==> src/logic/arc_pkg.sv <==
package arc_pkg;
  localparam int ARC_CLK_HZ = 10000000;
  localparam int ARC_SAMPLE_RATE_SPS = 500000;
  localparam int ARC_BITS = 10;
  localparam int ARC_CONV_CYCLES = ARC_CLK_HZ / ARC_SAMPLE_RATE_SPS;
  localparam int ARC_TRACK_CYCLES = ARC_CONV_CYCLES - ARC_BITS;
  localparam logic [7:0] ARC_ADDR_REF_CTRL = 8'hD1;
  localparam logic [7:0] ARC_ADDR_CONV_CTRL = 8'hE8;
  localparam logic [7:0] ARC_ADDR_POS_SEL = 8'hBB;
  localparam logic [7:0] ARC_ADDR_NEG_SEL = 8'hBA;
  localparam logic [7:0] ARC_ADDR_RESULT_HI = 8'hBE;
  localparam logic [7:0] ARC_ADDR_RESULT_LO = 8'hBD;
  localparam int ARC_REF_GAIN_BIT = 7;
  localparam int ARC_REF_REGULATOR_REF_OVERRIDE_BIT = 4;
  localparam int ARC_REF_SRC_BIT = 3;
  localparam int ARC_REF_TEMP_BIT = 2;
  localparam int ARC_REF_BIAS_BIT = 1;
  localparam int ARC_REF_BUF_BIT = 0;
  localparam logic [7:0] ARC_REF_WRITE_MASK = 8'h9F;
  localparam logic [7:0] ARC_REF_RESET = 8'h00;
  localparam int ARC_CONV_EN_BIT = 7;
  localparam int ARC_CONV_DONE_BIT = 5;
  localparam int ARC_CONV_START_BIT = 4;
  localparam int ARC_SEL_W = 5;
  localparam logic [4:0] ARC_POS_TEMP = 5'h1E;
  localparam logic [4:0] ARC_POS_VDD = 5'h1F;
  localparam logic [4:0] ARC_NEG_VREF = 5'h1E;
  localparam logic [4:0] ARC_NEG_GND = 5'h1F;
  localparam logic [4:0] ARC_SEL_RESET = 5'h00;
  typedef enum logic [1:0] {
    ARC_IDLE = 2'b00,
    ARC_TRACK = 2'b01,
    ARC_CONVERT = 2'b11
  } arc_state_t;
endpackage
==> src/logic/arc_adc_ref_ctrl.sv <==
`timescale 1ns/1ps
// What this block does
// - Ten-bit successive approximation at 500 ksps.
// - Converter runs only while enable bit set.
// - Positive: pins, temp sensor, supply; negative: pins, reference, ground.
// - Ground negative means single-ended, else differential.
// - Separate positive and negative selection registers.
// - Bit 7: 0 double gain, 1 unity.
// - Bits 6:5 read zero, writes ignored.
// - Bit 4 forces regulator as reference.
// - Bit 3: 0 reference pin, 1 supply.
// - Bit 2 switches temperature sensor.
// - Bit 1 switches bias generator.
// - Bit 0 drives reference buffer onto pin.
module arc_adc_ref_ctrl (
  input wire logic clk_sys,
  input wire logic rst,
  input wire logic [7:0] sfr_addr,
  input wire logic sfr_wr,
  input wire logic sfr_rd,
  input wire logic [7:0] sfr_wdata,
  output logic [7:0] sfr_rdata,
  input wire logic cmp_high,
  output logic [arc_pkg::ARC_BITS-1:0] dac_trial,
  output logic track_active,
  output logic converter_on,
  output logic converter_shutdown,
  output logic [arc_pkg::ARC_SEL_W-1:0] positive_channel_select,
  output logic [arc_pkg::ARC_SEL_W-1:0] negative_channel_select,
  output logic differential_mode,
  output logic ref_buffer_gain_unity,
  output logic ref_from_regulator,
  output logic ref_from_supply,
  output logic ref_from_pin,
  output logic temp_sensor_on,
  output logic bias_generator_on,
  output logic ref_buffer_drive
);
  import arc_pkg::*;

  function automatic logic sfr_hit(input logic [7:0] addr, input logic [7:0] target);
    sfr_hit = (addr == target);
  endfunction

  logic [7:0] ref_reg, ref_next;
  logic conv_en_reg, conv_en_next;
  logic done_reg, done_next;
  logic [ARC_SEL_W-1:0] pos_reg, pos_next, neg_reg, neg_next;
  logic [7:0] rdata_reg, rdata_next;
  arc_state_t state_reg, state_next;
  logic [4:0] track_cnt_reg, track_cnt_next;
  logic [ARC_BITS-1:0] trial_reg, trial_next, mask_reg, mask_next;
  logic [ARC_BITS-1:0] result_reg, result_next;
  logic track_reg, track_next;
  logic [ARC_BITS-1:0] kept;
  logic start_req, busy;

  // Register writes.
  always_comb begin
    ref_next = ref_reg;
    conv_en_next = conv_en_reg;
    pos_next = pos_reg;
    neg_next = neg_reg;
    start_req = 1'b0;
    if (sfr_wr && sfr_hit(sfr_addr, ARC_ADDR_REF_CTRL)) begin
      ref_next = sfr_wdata & ARC_REF_WRITE_MASK;
    end
    if (sfr_wr && sfr_hit(sfr_addr, ARC_ADDR_CONV_CTRL)) begin
      conv_en_next = sfr_wdata[ARC_CONV_EN_BIT];
      start_req = sfr_wdata[ARC_CONV_START_BIT] & sfr_wdata[ARC_CONV_EN_BIT];
    end
    if (sfr_wr && sfr_hit(sfr_addr, ARC_ADDR_POS_SEL)) begin
      pos_next = sfr_wdata[ARC_SEL_W-1:0];
    end
    if (sfr_wr && sfr_hit(sfr_addr, ARC_ADDR_NEG_SEL)) begin
      neg_next = sfr_wdata[ARC_SEL_W-1:0];
    end
  end

  always_ff @(posedge clk_sys or posedge rst) begin
    if (rst) begin
      ref_reg <= ARC_REF_RESET;
      conv_en_reg <= 1'b0;
      pos_reg <= ARC_SEL_RESET;
      neg_reg <= ARC_SEL_RESET;
    end else begin
      ref_reg <= ref_next;
      conv_en_reg <= conv_en_next;
      pos_reg <= pos_next;
      neg_reg <= neg_next;
    end
  end

  // Conversion sequencer: tracking then one bit per clock, 20 cycles per sample.
  assign busy = (state_reg != ARC_IDLE);
  assign kept = cmp_high ? trial_reg : (trial_reg & ~mask_reg);

  always_comb begin
    state_next = state_reg;
    track_cnt_next = track_cnt_reg;
    trial_next = trial_reg;
    mask_next = mask_reg;
    result_next = result_reg;
    done_next = done_reg;
    // A software clear loses to a completion in the same cycle.
    if (sfr_wr && sfr_hit(sfr_addr, ARC_ADDR_CONV_CTRL) && !sfr_wdata[ARC_CONV_DONE_BIT]) begin
      done_next = 1'b0;
    end
    case (state_reg)
      ARC_IDLE: begin
        if (start_req) begin
          state_next = ARC_TRACK;
          track_cnt_next = 5'(ARC_TRACK_CYCLES - 1);
          done_next = 1'b0;
        end
      end
      ARC_TRACK: begin
        if (track_cnt_reg == 5'h00) begin
          state_next = ARC_CONVERT;
          mask_next = {1'b1, {(ARC_BITS-1){1'b0}}};
          trial_next = {1'b1, {(ARC_BITS-1){1'b0}}};
        end else begin
          track_cnt_next = track_cnt_reg - 5'h01;
        end
      end
      ARC_CONVERT: begin
        mask_next = mask_reg >> 1;
        trial_next = kept | (mask_reg >> 1);
        if (mask_reg[0]) begin
          result_next = kept;
          done_next = 1'b1;
          state_next = ARC_IDLE;
          trial_next = {ARC_BITS{1'b0}};
        end
      end
      default: begin
        state_next = ARC_IDLE;
      end
    endcase
    if (!conv_en_next) begin
      // Shutdown aborts a conversion in flight; the result keeps its last value.
      state_next = ARC_IDLE;
      trial_next = {ARC_BITS{1'b0}};
      mask_next = {ARC_BITS{1'b0}};
    end
    track_next = (state_next == ARC_TRACK);
  end

  always_ff @(posedge clk_sys or posedge rst) begin
    if (rst) begin
      state_reg <= ARC_IDLE;
      track_cnt_reg <= 5'h00;
      trial_reg <= {ARC_BITS{1'b0}};
      mask_reg <= {ARC_BITS{1'b0}};
      result_reg <= {ARC_BITS{1'b0}};
      done_reg <= 1'b0;
      track_reg <= 1'b0;
    end else begin
      state_reg <= state_next;
      track_cnt_reg <= track_cnt_next;
      trial_reg <= trial_next;
      mask_reg <= mask_next;
      result_reg <= result_next;
      done_reg <= done_next;
      track_reg <= track_next;
    end
  end

  // Read port; data is registered so it appears the cycle after the strobe.
  always_comb begin
    rdata_next = rdata_reg;
    if (sfr_rd) begin
      rdata_next = 8'h00;
      case (sfr_addr)
        ARC_ADDR_REF_CTRL: rdata_next = ref_reg & ARC_REF_WRITE_MASK;
        ARC_ADDR_CONV_CTRL: begin
          rdata_next[ARC_CONV_EN_BIT] = conv_en_reg;
          rdata_next[ARC_CONV_DONE_BIT] = done_reg;
          rdata_next[ARC_CONV_START_BIT] = busy;
        end
        ARC_ADDR_POS_SEL: rdata_next = {3'h0, pos_reg};
        ARC_ADDR_NEG_SEL: rdata_next = {3'h0, neg_reg};
        ARC_ADDR_RESULT_HI: rdata_next = {6'h00, result_reg[9:8]};
        ARC_ADDR_RESULT_LO: rdata_next = result_reg[7:0];
        default: rdata_next = 8'h00;
      endcase
    end
  end

  always_ff @(posedge clk_sys or posedge rst) begin
    if (rst) begin
      rdata_reg <= 8'h00;
    end else begin
      rdata_reg <= rdata_next;
    end
  end

  // Analog controls are flopped copies of the stored settings, so they follow a write
  // by two edges with no combinational path from the bus to the analog macro.
  logic [11:0] ana_reg, ana_next;
  always_comb begin
    // The enable pair follows the write edge itself, like the sequencer, so the macro
    // is never held in shutdown while a conversion is tracking.
    ana_next[0] = conv_en_next;
    ana_next[1] = ~conv_en_next;
    ana_next[2] = (neg_reg != ARC_NEG_GND);
    ana_next[3] = ref_reg[ARC_REF_GAIN_BIT];
    ana_next[4] = ref_reg[ARC_REF_REGULATOR_REF_OVERRIDE_BIT];
    ana_next[5] = ~ref_reg[ARC_REF_REGULATOR_REF_OVERRIDE_BIT] & ref_reg[ARC_REF_SRC_BIT];
    ana_next[6] = ~ref_reg[ARC_REF_REGULATOR_REF_OVERRIDE_BIT] & ~ref_reg[ARC_REF_SRC_BIT];
    ana_next[7] = ref_reg[ARC_REF_TEMP_BIT];
    ana_next[8] = ref_reg[ARC_REF_BIAS_BIT];
    ana_next[9] = ref_reg[ARC_REF_BUF_BIT];
    ana_next[11:10] = 2'h0;
  end

  logic [ARC_SEL_W-1:0] pos_out_reg, neg_out_reg;
  always_ff @(posedge clk_sys or posedge rst) begin
    if (rst) begin
      ana_reg <= 12'h042;
      pos_out_reg <= ARC_SEL_RESET;
      neg_out_reg <= ARC_SEL_RESET;
    end else begin
      ana_reg <= ana_next;
      pos_out_reg <= pos_reg;
      neg_out_reg <= neg_reg;
    end
  end

  assign sfr_rdata = rdata_reg;
  assign dac_trial = trial_reg;
  assign track_active = track_reg;
  assign converter_on = ana_reg[0];
  assign converter_shutdown = ana_reg[1];
  assign positive_channel_select = pos_out_reg;
  assign negative_channel_select = neg_out_reg;
  assign differential_mode = ana_reg[2];
  assign ref_buffer_gain_unity = ana_reg[3];
  assign ref_from_regulator = ana_reg[4];
  assign ref_from_supply = ana_reg[5];
  assign ref_from_pin = ana_reg[6];
  assign temp_sensor_on = ana_reg[7];
  assign bias_generator_on = ana_reg[8];
  assign ref_buffer_drive = ana_reg[9];
endmodule // arc_adc_ref_ctrl

==> config.mk <==
export PLATFORM = sky130hd
export DESIGN_NAME = arc_adc_ref_ctrl
export DESIGN_NICKNAME = d
export VERILOG_FILES = /design/src/logic/arc_pkg.sv /design/src/logic/arc_adc_ref_ctrl.sv
export SDC_FILE = /design/constraint.sdc
export NUM_CORES = 1
export LEC_CHECK = 0
export ABC_AREA = 0
export ABC_CLOCK_PERIOD_IN_PS = 4100
export BUFFER_PORTS_ARGS = -buffer_cell sky130_fd_sc_hd__buf_2
export CAP_MARGIN = 25
export CORE_ASPECT_RATIO = 1.25
export CORE_MARGIN = 3
export CORE_UTILIZATION = 50
export DETAILED_ROUTE_END_ITERATION = 16
export PLACE_DENSITY = 0.81
export SLEW_MARGIN = 25
export SYNTH_ARGS = -nofsm -noshare
export SYNTH_HDL_FRONTEND = slang
export SYNTH_SLANG_ARGS = --single-unit
==> constraint.sdc <==
create_clock -name clk_sys -period 4.1 [get_ports clk_sys]
set_input_delay 0.82 -clock clk_sys [delete_from_list [all_inputs] [get_ports clk_sys]]
set_output_delay 0.82 -clock clk_sys [all_outputs]
set_load 0.02 [all_outputs]
-- Word-level counts from Yosys, hierarchy flattened
Cells that the tools add are included.
- flip-flop bits (word level): 84
- latch bits: 0
- memory bits (writable): 0
- bits in read-only memories: 0
- output and inout bits: 39
- memories: 0
- $add $sub $neg: 1
- multiply operators: 0
- divide/modulo/power cells: 0
- order comparisons: 0
- equal/unequal tests: 14
- shift-type cells: 0
- muxes and demuxes: 25
- bitwise operators: 9
- reductions and logical operators: 13
- operator list (operator ; count):
    10-bit two-way mux ; 5
    8-bit equality test, second input constant ; 6
    10-bit case mux with 2 select lines ; 2
    4-bit case mux with 5 select lines ; 1
    10-bit bitwise AND ; 1
    5-bit two-way mux ; 2
    10-bit NOT ; 1
    10-bit by 9-bit bitwise OR with 10-bit output ; 1
    2-bit case mux with 5 select lines ; 1
    5-bit case mux with 2 select lines ; 1
    2-bit two-way mux ; 4
    1-bit two-way mux ; 6
    2-bit case mux with 3 select lines ; 1
    1-bit logical AND ; 5
    5-bit zero test ; 1
    5-bit != test, second input constant ; 1
    5-bit by 1-bit subtractor with 5-bit output, second input constant ; 1
    2-bit by 1-bit equality test with 1-bit output, second input constant ; 2
    2-bit != test, second input constant ; 2
    2-bit AND reduction ; 2
    2-bit nonzero test ; 2
    1-bit bitwise AND ; 3
    3-bit by 1-bit != test with 1-bit output, second input constant ; 1
    3-bit != test, second input constant ; 1
    other kinds (7) ; 9

-- Longest topological paths before layout
Gate-level depths: netlist (run 1).
- depth in word-level cells: 7
- depth in mapped cells: 9

-- Worst setup path after synthesis (run 1)
OpenSTA, ideal clock, no wires.
- path type: in2reg
- start point: input sfr_addr[3]
- end point: register track_cnt_reg[3]
- library setup time: 0.094 ns
- arrival: 2.290 ns
- data required time: 4.006 ns
- setup slack: 1.716 ns
- cell stages on the path: 6
- cells stage by stage: buf_6 -> or3b_1 -> buf_6 -> o41ai_4 -> o211ai_2 -> a221oi_2
- cells in the longest elaborated chain, start to end: 5
- ends and longest elaborated chain (element ; line ; text):
    start: declaration ; arc_adc_ref_ctrl.sv:18 ; input wire logic [7:0] sfr_addr,
    8-bit equality test ; arc_adc_ref_ctrl.sv:42 ; sfr_hit = (addr == target);
    1-bit logical AND ; arc_adc_ref_ctrl.sv:68 ; if (sfr_wr && sfr_hit(sfr_addr, ARC_ADDR_CONV_CTRL)) begin
    1-bit two-way mux ; arc_adc_ref_ctrl.sv:68 ;
    2-bit != test (no line) ; -- ;
    3-bit AND reduction (no line) ; -- ;
    end signal: assignment ; arc_adc_ref_ctrl.sv:160 ; track_cnt_reg <= track_cnt_next;
    end: declaration ; arc_adc_ref_ctrl.sv:51 ; logic [4:0] track_cnt_reg, track_cnt_next;
Every way passes these cells.
A chain may end at the register's enable or synchronous reset.

-- Final worst setup path (run 1)
- start point: input sfr_addr[0]
- end point: register state_reg[1]
- cells in the longest elaborated chain, start to end: 6
- elaborated cells between the ends (all ways): 7
- classes of those cells: eq/ne: 1; mux: 5; reduce/logical: 1
- ends and longest elaborated chain (element ; line ; text):
    8-bit equality test * ; arc_adc_ref_ctrl.sv:42 ;
    1-bit logical AND * ; arc_adc_ref_ctrl.sv:68 ;
    1-bit two-way mux ; arc_adc_ref_ctrl.sv:68 ;
    2-bit two-way mux ; arc_adc_ref_ctrl.sv:111 ; if (start_req) begin
    2-bit case mux with 3 select lines ; arc_adc_ref_ctrl.sv:109 ; case (state_reg)
    2-bit two-way mux * ; arc_adc_ref_ctrl.sv:140 ; if (!conv_en_next) begin
    via state_next[1] ; arc_adc_ref_ctrl.sv:50 ; arc_state_t state_reg, state_next;
    end signal: assignment ; arc_adc_ref_ctrl.sv:159 ; state_reg <= state_next;
    end: declaration ; arc_adc_ref_ctrl.sv:50 ;
Mark *: on every way through the listed nets, which the timed path passes. The rest lies on a longest branch.

==> impl_summary.log, run 1 <==
[metrics] Clk pin slew, worst setup/hold paths: 0.09 ns
[metrics] number of synthesis warnings: 0
[metrics] final-layout worst hold slack: 0.371 ns
[metrics] number of failing setup endpoints in the final timing report: 0
[metrics] number of hold-repair buffers added at the cts stage: 0
[metrics] count of unique library cells instantiated by Yosys: 55
[metrics] maximum clock skew at final layout: 0.0101 ns
[metrics] GP Congestion: 0.822
[metrics] summed negative setup slack over all endpoints: 0 ns
[metrics] total congestion overflow after global routing: 0
[metrics] routed length per placed instance: 16.9 um
[metrics] Diodes inserted: 0
[metrics] hpwl dp: 6110 um
[metrics] multiplexer share of the synthesized area: 6.05%
[metrics] final clock period utilization by the worst path: 65.3%
[metrics] number of maximum-capacitance violations: 0
[metrics] net count of the finished layout: 427
[metrics] starting utilization of the core area: 52.9%
[metrics] antenna-violating nets left: 0
[metrics] pre-CTS setup slack: 1.07 ns
[metrics] antenna violations before repair: 0
[metrics] sw frac: 25.1%
[metrics] post-synth net total: 378
[metrics] per-cell via count in the routed design: 5.86
[metrics] sequential element share of the synthesized area: 54.7%
[metrics] first-pass GRT wire length: 14400 um
[metrics] core outline area: 0.00719 mm2
[metrics] post-synthesis compound-gate area fraction: 16.8%
[metrics] power share of the sequential group: 54.2%
[metrics] DRC Markers: 0
[metrics] number of global-route vias before repair: 2969
[metrics] CP Capture Type: flop
[metrics] Tot Pwr: 1.57 mW
[metrics] leak pwr: 2.05 nW
[metrics] cell area after layout: 0.00434 mm2
[metrics] internal power component: 1.18 mW
[metrics] top achievable clock speed: 373 MHz
[metrics] P_sw: 0.395 mW
[metrics] biggest cell delay along the critical path: 0.77 ns
[metrics] vertical die dimension: 104 um
[metrics] filler instances: 588
[metrics] CTS tree: built
[metrics] crit-path max FO: 24
[metrics] Pre-Repair DR Iteration Count: 4
[metrics] critical path, cell by cell: buf_2 > or3b_1 > o41ai_1 > and2_1 > a2111oi_0
[metrics] outcome: completed
[metrics] fraction of synthesized cell area in xor and xnor cells: 0%
[metrics] required time worst endpoint: 4.29 ns
[metrics] drt first-iter violations: 174
[metrics] main combinational cell family by area after synthesis: compound AO/OA/AOI/OAI gates
[metrics] full die area: 0.00869 mm2
[metrics] GRT Total Usage: 20.6%
[metrics] largest voltage drop on the vdd net: 0.177 mV
[metrics] Placed Area: 0.00411 mm2
[metrics] top flip-flop cell by instance count after synthesis: dfrtp_1
[metrics] number of gates given a new drive strength after cts: 0
[metrics] final number of max-transition violations: 0
[metrics] unrepaired setup endpoints after global routing: false
[metrics] Worst Max-Slew Pin Slew: 0.878 ns
[metrics] total wire length: 8360 um
[metrics] std cell rows: 34
[metrics] Setup WS post-layout: 1.42 ns
[metrics] clock share of power: 39.3%
[metrics] critical setup path kind: primary input to flop
[metrics] number of vias after detailed routing: 2899
[metrics] crit path max-delay cell type: and2_1
[metrics] summed instance area of the synthesized netlist: 0.00380 mm2
[metrics] Comb power frac: 6.5%
[metrics] Post-Syn Area per Cell: 10.8 um2
[metrics] number of instances in the synthesized netlist: 351
[metrics] number of flops mapped to enable cells by yosys: 0
[metrics] final critical path time including I/O delays and setup: 2.68 ns
[metrics] worst hold-check path type: primary input to async pin
[metrics] critical path startpoint category: primary input
[metrics] FFs w/ async S/R, synth: 100%
[metrics] PwrDens: 362 mW/mm2
[metrics] Clock Latency Late Sink: 0.36 ns
[metrics] IO Pins: 60
[metrics] clock sinks: 83
[metrics] Simple-Gate Fraction of Synth Area: 16.2%
[metrics] largest net degree at the start of global routing: 53
[metrics] number of H-tree levels: 3
[metrics] root cell of the clock tree: clkbuf_8
[metrics] count of input and output buffers: 58
[metrics] count of placed standard cells in the final layout, fillers left out: 495
[metrics] number of endpoints with negative hold slack in the final report: 0
[metrics] CTS Buffer Depth: 2
[metrics] die width: 84 um
[metrics] Placed Cells: 478
[metrics] top library cells by usage in the layout, fill and taps aside: dfrtp_1 (81), buf_2 (58), a21oi_1 (27)
[metrics] crit path DAT: 2.87 ns
[metrics] share of the core filled with cells in the final layout: 60.4%
[metrics] fraction of final layout cells with drive strength greater than 1: 25.9%
[metrics] synthesis-stage register bit count: 83
[metrics] arithmetic-cell share of the synthesized area counting full adders, half adders and majority gates: 1.97%
[metrics] most common library cell in the layout ignoring fill and taps: dfrtp_1
[metrics] Area growth, synth to finish: 14.2%
[metrics] count of buffers added by post-CTS timing repair for setup: 0
[metrics] Num CTS Buffers: 9
[metrics] worst-case headroom to the max-slew limit: 41.5%
## area by class of cell
class	instances	area [um2]	share of cell area (%)
Clock buffer	10	138	3.17
Clock inverter	6	71.3	1.64
Inverter	15	57.6	1.33
Multi-Input combinational cell	231	1570	36.1
Sequential cell	83	2080	47.9
Tap cell	90	113	2.59
Timing Repair Buffer	60	318	7.32
## logic make-up (layout without fill, tap and decap cells)
logic type,Yosys count,in the layout
AND/OR/NAND/NOR,113,113
AO/OA/AOI/OAI,91,91
flip-flops,83,83
buffers and inverters,37,91
multiplexers,21,21
adder cells (fa/ha/maj),6,6
## final timing paths
kind	startpoint	to	slack, ns	cells after the start
worst max-delay path	sfr_addr[0]	state_reg[1]$_DFF_PP0_	1.42	5
worst min-delay path	rst	ref_reg[7]$_DFFE_PP0P_	0.37	2
worst max register to register	state_reg[0]$_DFF_PP0_	state_reg[1]$_DFF_PP0_	1.74	4
worst min register to register	pos_reg[0]$_DFFE_PP0P_	positive_channel_select[0]$_DFF_PP0_	0.41	0
max in group asynchronous	rst	ana_reg[9]$_DFF_PP0_	3.07	3
min in group clk_sys	pos_reg[0]$_DFFE_PP0P_	positive_channel_select[0]$_DFF_PP0_	0.41	0
## critical path: cells and delay by family
kind / cells / cell delay [ns]
AND/OR/NAND/NOR: 2 / 1.27
AO/OA/AOI/OAI: 2 / 0.58
buffers and inverters: 1 / 0.20
## synthesized netlist by cell type (all sizes together) (2+ instances only)
cell / count / area, um2
nand3b: 4 / 30.0
a31oi: 3 / 18.8
mux2i: 5 / 50.1
a32oi: 3 / 26.3
inv: 15 / 56.3
nor3: 5 / 25.0
o21a: 2 / 15.0
nor2: 24 / 90.1
a2bb2oi: 2 / 17.5
a21oi: 27 / 135
a22o: 12 / 106
dfrtp: 81 / 2030
nor2b: 12 / 75.1
nor4: 2 / 12.5
ha: 6 / 75.1
o22ai: 3 / 18.8
nand3: 25 / 125
nand4b: 3 / 26.3
clkbuf: 16 / 60.1
mux2: 16 / 180
nand4: 3 / 18.8
dfstp: 2 / 52.6
o21ai: 17 / 85.1
nand2b: 2 / 12.5
a22oi: 5 / 37.5
o211ai: 2 / 20.0
and2: 3 / 18.8
or2: 2 / 12.5
and4b: 3 / 30.0
o22a: 3 / 26.3
nand2: 16 / 60.1
a211oi: 2 / 15.0
and3: 3 / 20.0
nor4bb: 2 / 20.0
o2bb2ai: 2 / 17.5
buf: 6 / 43.8
o41ai: 2 / 36.3
## layer usage
layer  share of wire [%]  GRT usage [%]
met1                  41           23.9
met2                  52           35.9
met3                 3.3           3.57
met4                 3.6           11.1
met5                   0              0
## power groups by stage
stage | registers [mW] | logic, mW | clock network [mW]
floorplan | 0.881 | 0.0467 | 0
global placement | 0.867 | 0.0986 | 0
detailed placement | 0.869 | 0.101 | 0
CTS | 0.852 | 0.101 | 0.628
global route | 0.855 | 0.112 | 0.658
finish | 0.852 | 0.102 | 0.617
Note: power is estimated with default switching activity, not from simulation.
==> run 2, diff against run 1 <==
Settings changed: ABC_CLOCK_PERIOD_IN_PS 4100 to 2400, PLACE_DENSITY 0.81 to 0.84.
Clock period 4.1 ns to 2.4 ns, I/O delays scaled along.
==> run 2 against run 1 <==
  * Routed wire length decreased by 3.7%
  * Combinational power increased by 76%
  * Critical endpoint unchanged
  * Largest cell class unchanged
  * Critical path depth unchanged
  * Cell count increased by 2.2%
  * Clock-buffer cell count increased by 1
==> impl_summary.log, run 2 (synthesized netlist as in run 1, its figures left out) <==
[metrics] Placed Area: 0.00423 mm2 (+2.8%)
[metrics] FF+latch area: 0.00208 mm2 (unchanged)
[metrics] Worst Max-Slew Pin Slew: 0.449 ns (-0.429 ns)
[metrics] met2 layer usage reported by global route: 33.0% (-2.9 points)
[metrics] filler instances: 578 (-1.7%)
[metrics] unrepaired setup endpoints after global routing: false
[metrics] pre-CTS setup slack: 0.196 ns (-0.874 ns)
[metrics] Clk pin slew, worst setup/hold paths: 0.08 ns (about the same)
[metrics] P_sw: 0.624 mW (+58%)
[metrics] worst-case headroom to the max-slew limit: 69.3% (+28 points)
[metrics] Area growth, synth to finish: 17.4%
[metrics] number of gates given a new drive strength after cts: 0 (unchanged)
[metrics] DRC Markers: 0 (unchanged)
[metrics] GP Congestion: 0.858 (+4.3%)
[metrics] antenna violations before repair: 0 (unchanged)
[metrics] internal power component: 2.14 mW (+82%)
[metrics] clock share of power: 40.9% (+1.6 points)
[metrics] global routing usage on met3: 2.62% (-0.95 points)
[metrics] Clock Latency Late Sink: 0.35 ns (about the same)
[metrics] outcome: completed
[metrics] first-pass GRT wire length: 13600 um (-5.8%)
[metrics] Setup WS post-layout: 0.482 ns (-0.939 ns)
[metrics] area occupied by multi-input gates: 0.00156 mm2 (-0.24%)
[metrics] final number of max-transition violations: 0 (unchanged)
[metrics] final critical path time including I/O delays and setup: 1.92 ns
[metrics] full die area: 0.00869 mm2 (unchanged)
[metrics] sw frac: 22.6% (-2.6 points)
[metrics] summed negative setup slack over all endpoints: 0 ns (unchanged)
[metrics] vertical die dimension: 104 um (unchanged)
[metrics] layer with the highest usage after global routing: met2
[metrics] number of endpoints with negative hold slack in the final report: 0 (unchanged)
[metrics] most common library cell in the layout ignoring fill and taps: dfrtp_1
[metrics] die width: 84 um (unchanged)
[metrics] per-cell via count in the routed design: 5.72 (-2.4%)
[metrics] required time worst endpoint: 2.60 ns (-1.69 ns)
[metrics] worst hold-check path type: primary input to async pin
[metrics] net count of the finished layout: 438 (+2.6%)
[metrics] critical path startpoint category: flop
[metrics] starting utilization of the core area: 52.9% (unchanged)
[metrics] number of global-route vias before repair: 2816 (-5.2%)
[metrics] root cell of the clock tree: clkbuf_8
[metrics] number of H-tree levels: 3 (unchanged)
[metrics] total wire length: 8050 um (-3.7%)
[metrics] Comb power frac: 6.5% (about the same)
[metrics] GRT Total Usage: 19.3% (-1.3 points)
[metrics] largest net degree at the start of global routing: 84 (+58%)
[metrics] total congestion overflow after global routing: 0 (unchanged)
[metrics] Pre-Repair DR Iteration Count: 4 (unchanged)
[metrics] crit path DAT: 2.12 ns (-0.75 ns)
[metrics] IO Pins: 60 (unchanged)
[metrics] number of maximum-capacitance violations: 0 (unchanged)
[metrics] count of placed standard cells in the final layout, fillers left out: 506 (+2.2%)
[metrics] CTS tree: built
[metrics] number of vias after detailed routing: 2892 (-0.24%)
[metrics] crit-path max FO: 7 (-71%)
[metrics] maximum clock skew at final layout: 0.00713 ns (-0.00302 ns)
[metrics] clock sinks: 83 (unchanged)
[metrics] PwrDens: 620 mW/mm2 (+71%)
[metrics] drt first-iter violations: 228 (+31%)
[metrics] CTS Buffer Depth: 2 (unchanged)
[metrics] Diodes inserted: 0 (unchanged)
[metrics] count of input and output buffers: 58 (unchanged)
[metrics] fraction of final layout cells with drive strength greater than 1: 27.6% (+1.7 points)
[metrics] leak pwr: 2.13 nW (+3.4%)
[metrics] Placed Cells: 490 (+2.5%)
[metrics] std cell rows: 34 (unchanged)
[metrics] CP Capture Type: flop
[metrics] count of buffers added by post-CTS timing repair for setup: 0 (unchanged)
[metrics] grt met1 use: 24.2% (+0.34 points)
[metrics] cell area after layout: 0.00446 mm2 (+2.8%)
[metrics] core outline area: 0.00719 mm2 (unchanged)
[metrics] critical setup path kind: flop to flop
[metrics] largest voltage drop on the vdd net: 0.460 mV (+160%)
[metrics] routed length per placed instance: 15.9 um (-5.8%)
[metrics] top achievable clock speed: 521 MHz
[metrics] hpwl dp: 5930 um (-2.9%)
[metrics] Num CTS Buffers: 9 (unchanged)
[metrics] final clock period utilization by the worst path: 79.9%
[metrics] number of hold-repair buffers added at the cts stage: 0 (unchanged)
[metrics] antenna-violating nets left: 0 (unchanged)
[metrics] power share of the sequential group: 52.6% (-1.6 points)
[metrics] number of failing setup endpoints in the final timing report: 0 (unchanged)
[metrics] top library cells by usage in the layout, fill and taps aside: dfrtp_1 (81), buf_2 (58), a21oi_1 (27)
==> run 2: per-stage QoR <==
stage	total power [mW]	hold WS, ns	util (%)
floorplan	1.59	0.368	-
global placement	1.66	0.378	58.8
detailed placement	1.66	0.387	58.8
CTS	2.79	0.259	62.1
global route	2.87	0.264	62.1
finish	2.77	0.232	62.1
==> run 2: metal layers <==
layer | wire length [um] | up-vias
li1 | - | 1395
met2 | 4260 | 73
met4 | 108 | 0
met1 | 3280 | 1412
met5 | 0 | -
met3 | 396 | 12
==> run 2: cell type report <==
type / instances / share of cell area (%)
Sequential cell: 83 / 46.6
Multi-Input combinational cell: 231 / 35.0
Timing Repair Buffer: 71 / 9.25
Clock buffer: 11 / 3.39
Tap cell: 90 / 2.52
Clock inverter: 5 / 1.91
Inverter: 15 / 1.35
==> run 2: power groups by stage <==
stage	clock network (mW)	logic, mW	registers (mW)
3_5_place_dp	0	0.182	1.48
2_1_floorplan	0	0.0801	1.51
5_1_grt	1.21	0.197	1.46
4_1_cts	1.15	0.183	1.46
6_report	1.13	0.180	1.45
3_3_place_gp	0	0.179	1.48
==> run 2: worst paths after layout <==
check                                       startpoint                              endpoint  slack [ns]  cells past startpoint
worst max-delay path            state_reg[1]$_DFF_PP0_                state_reg[1]$_DFF_PP0_        0.48                      5
worst min-delay path                               rst                  ana_reg[3]$_DFF_PP0_        0.23                      3
worst max register to register  state_reg[1]$_DFF_PP0_                state_reg[1]$_DFF_PP0_        0.48                      5
worst min register to register  pos_reg[0]$_DFFE_PP0P_  positive_channel_select[0]$_DFF_PP0_        0.40                      0
max in group asynchronous                          rst                  ana_reg[6]$_DFF_PP1_        1.81                      3
min in group clk_sys                      sfr_wdata[1]                neg_reg[1]$_DFFE_PP0P_        0.39                      2
==> run 2: critical path, stage by stage (launching register included) <==
cell and delay, ns:
dfrtp_1 0.43, inv_1 0.15, ha_1 0.19, nand3b_1 0.12, or2_2 0.37, a2111oi_0 0.50
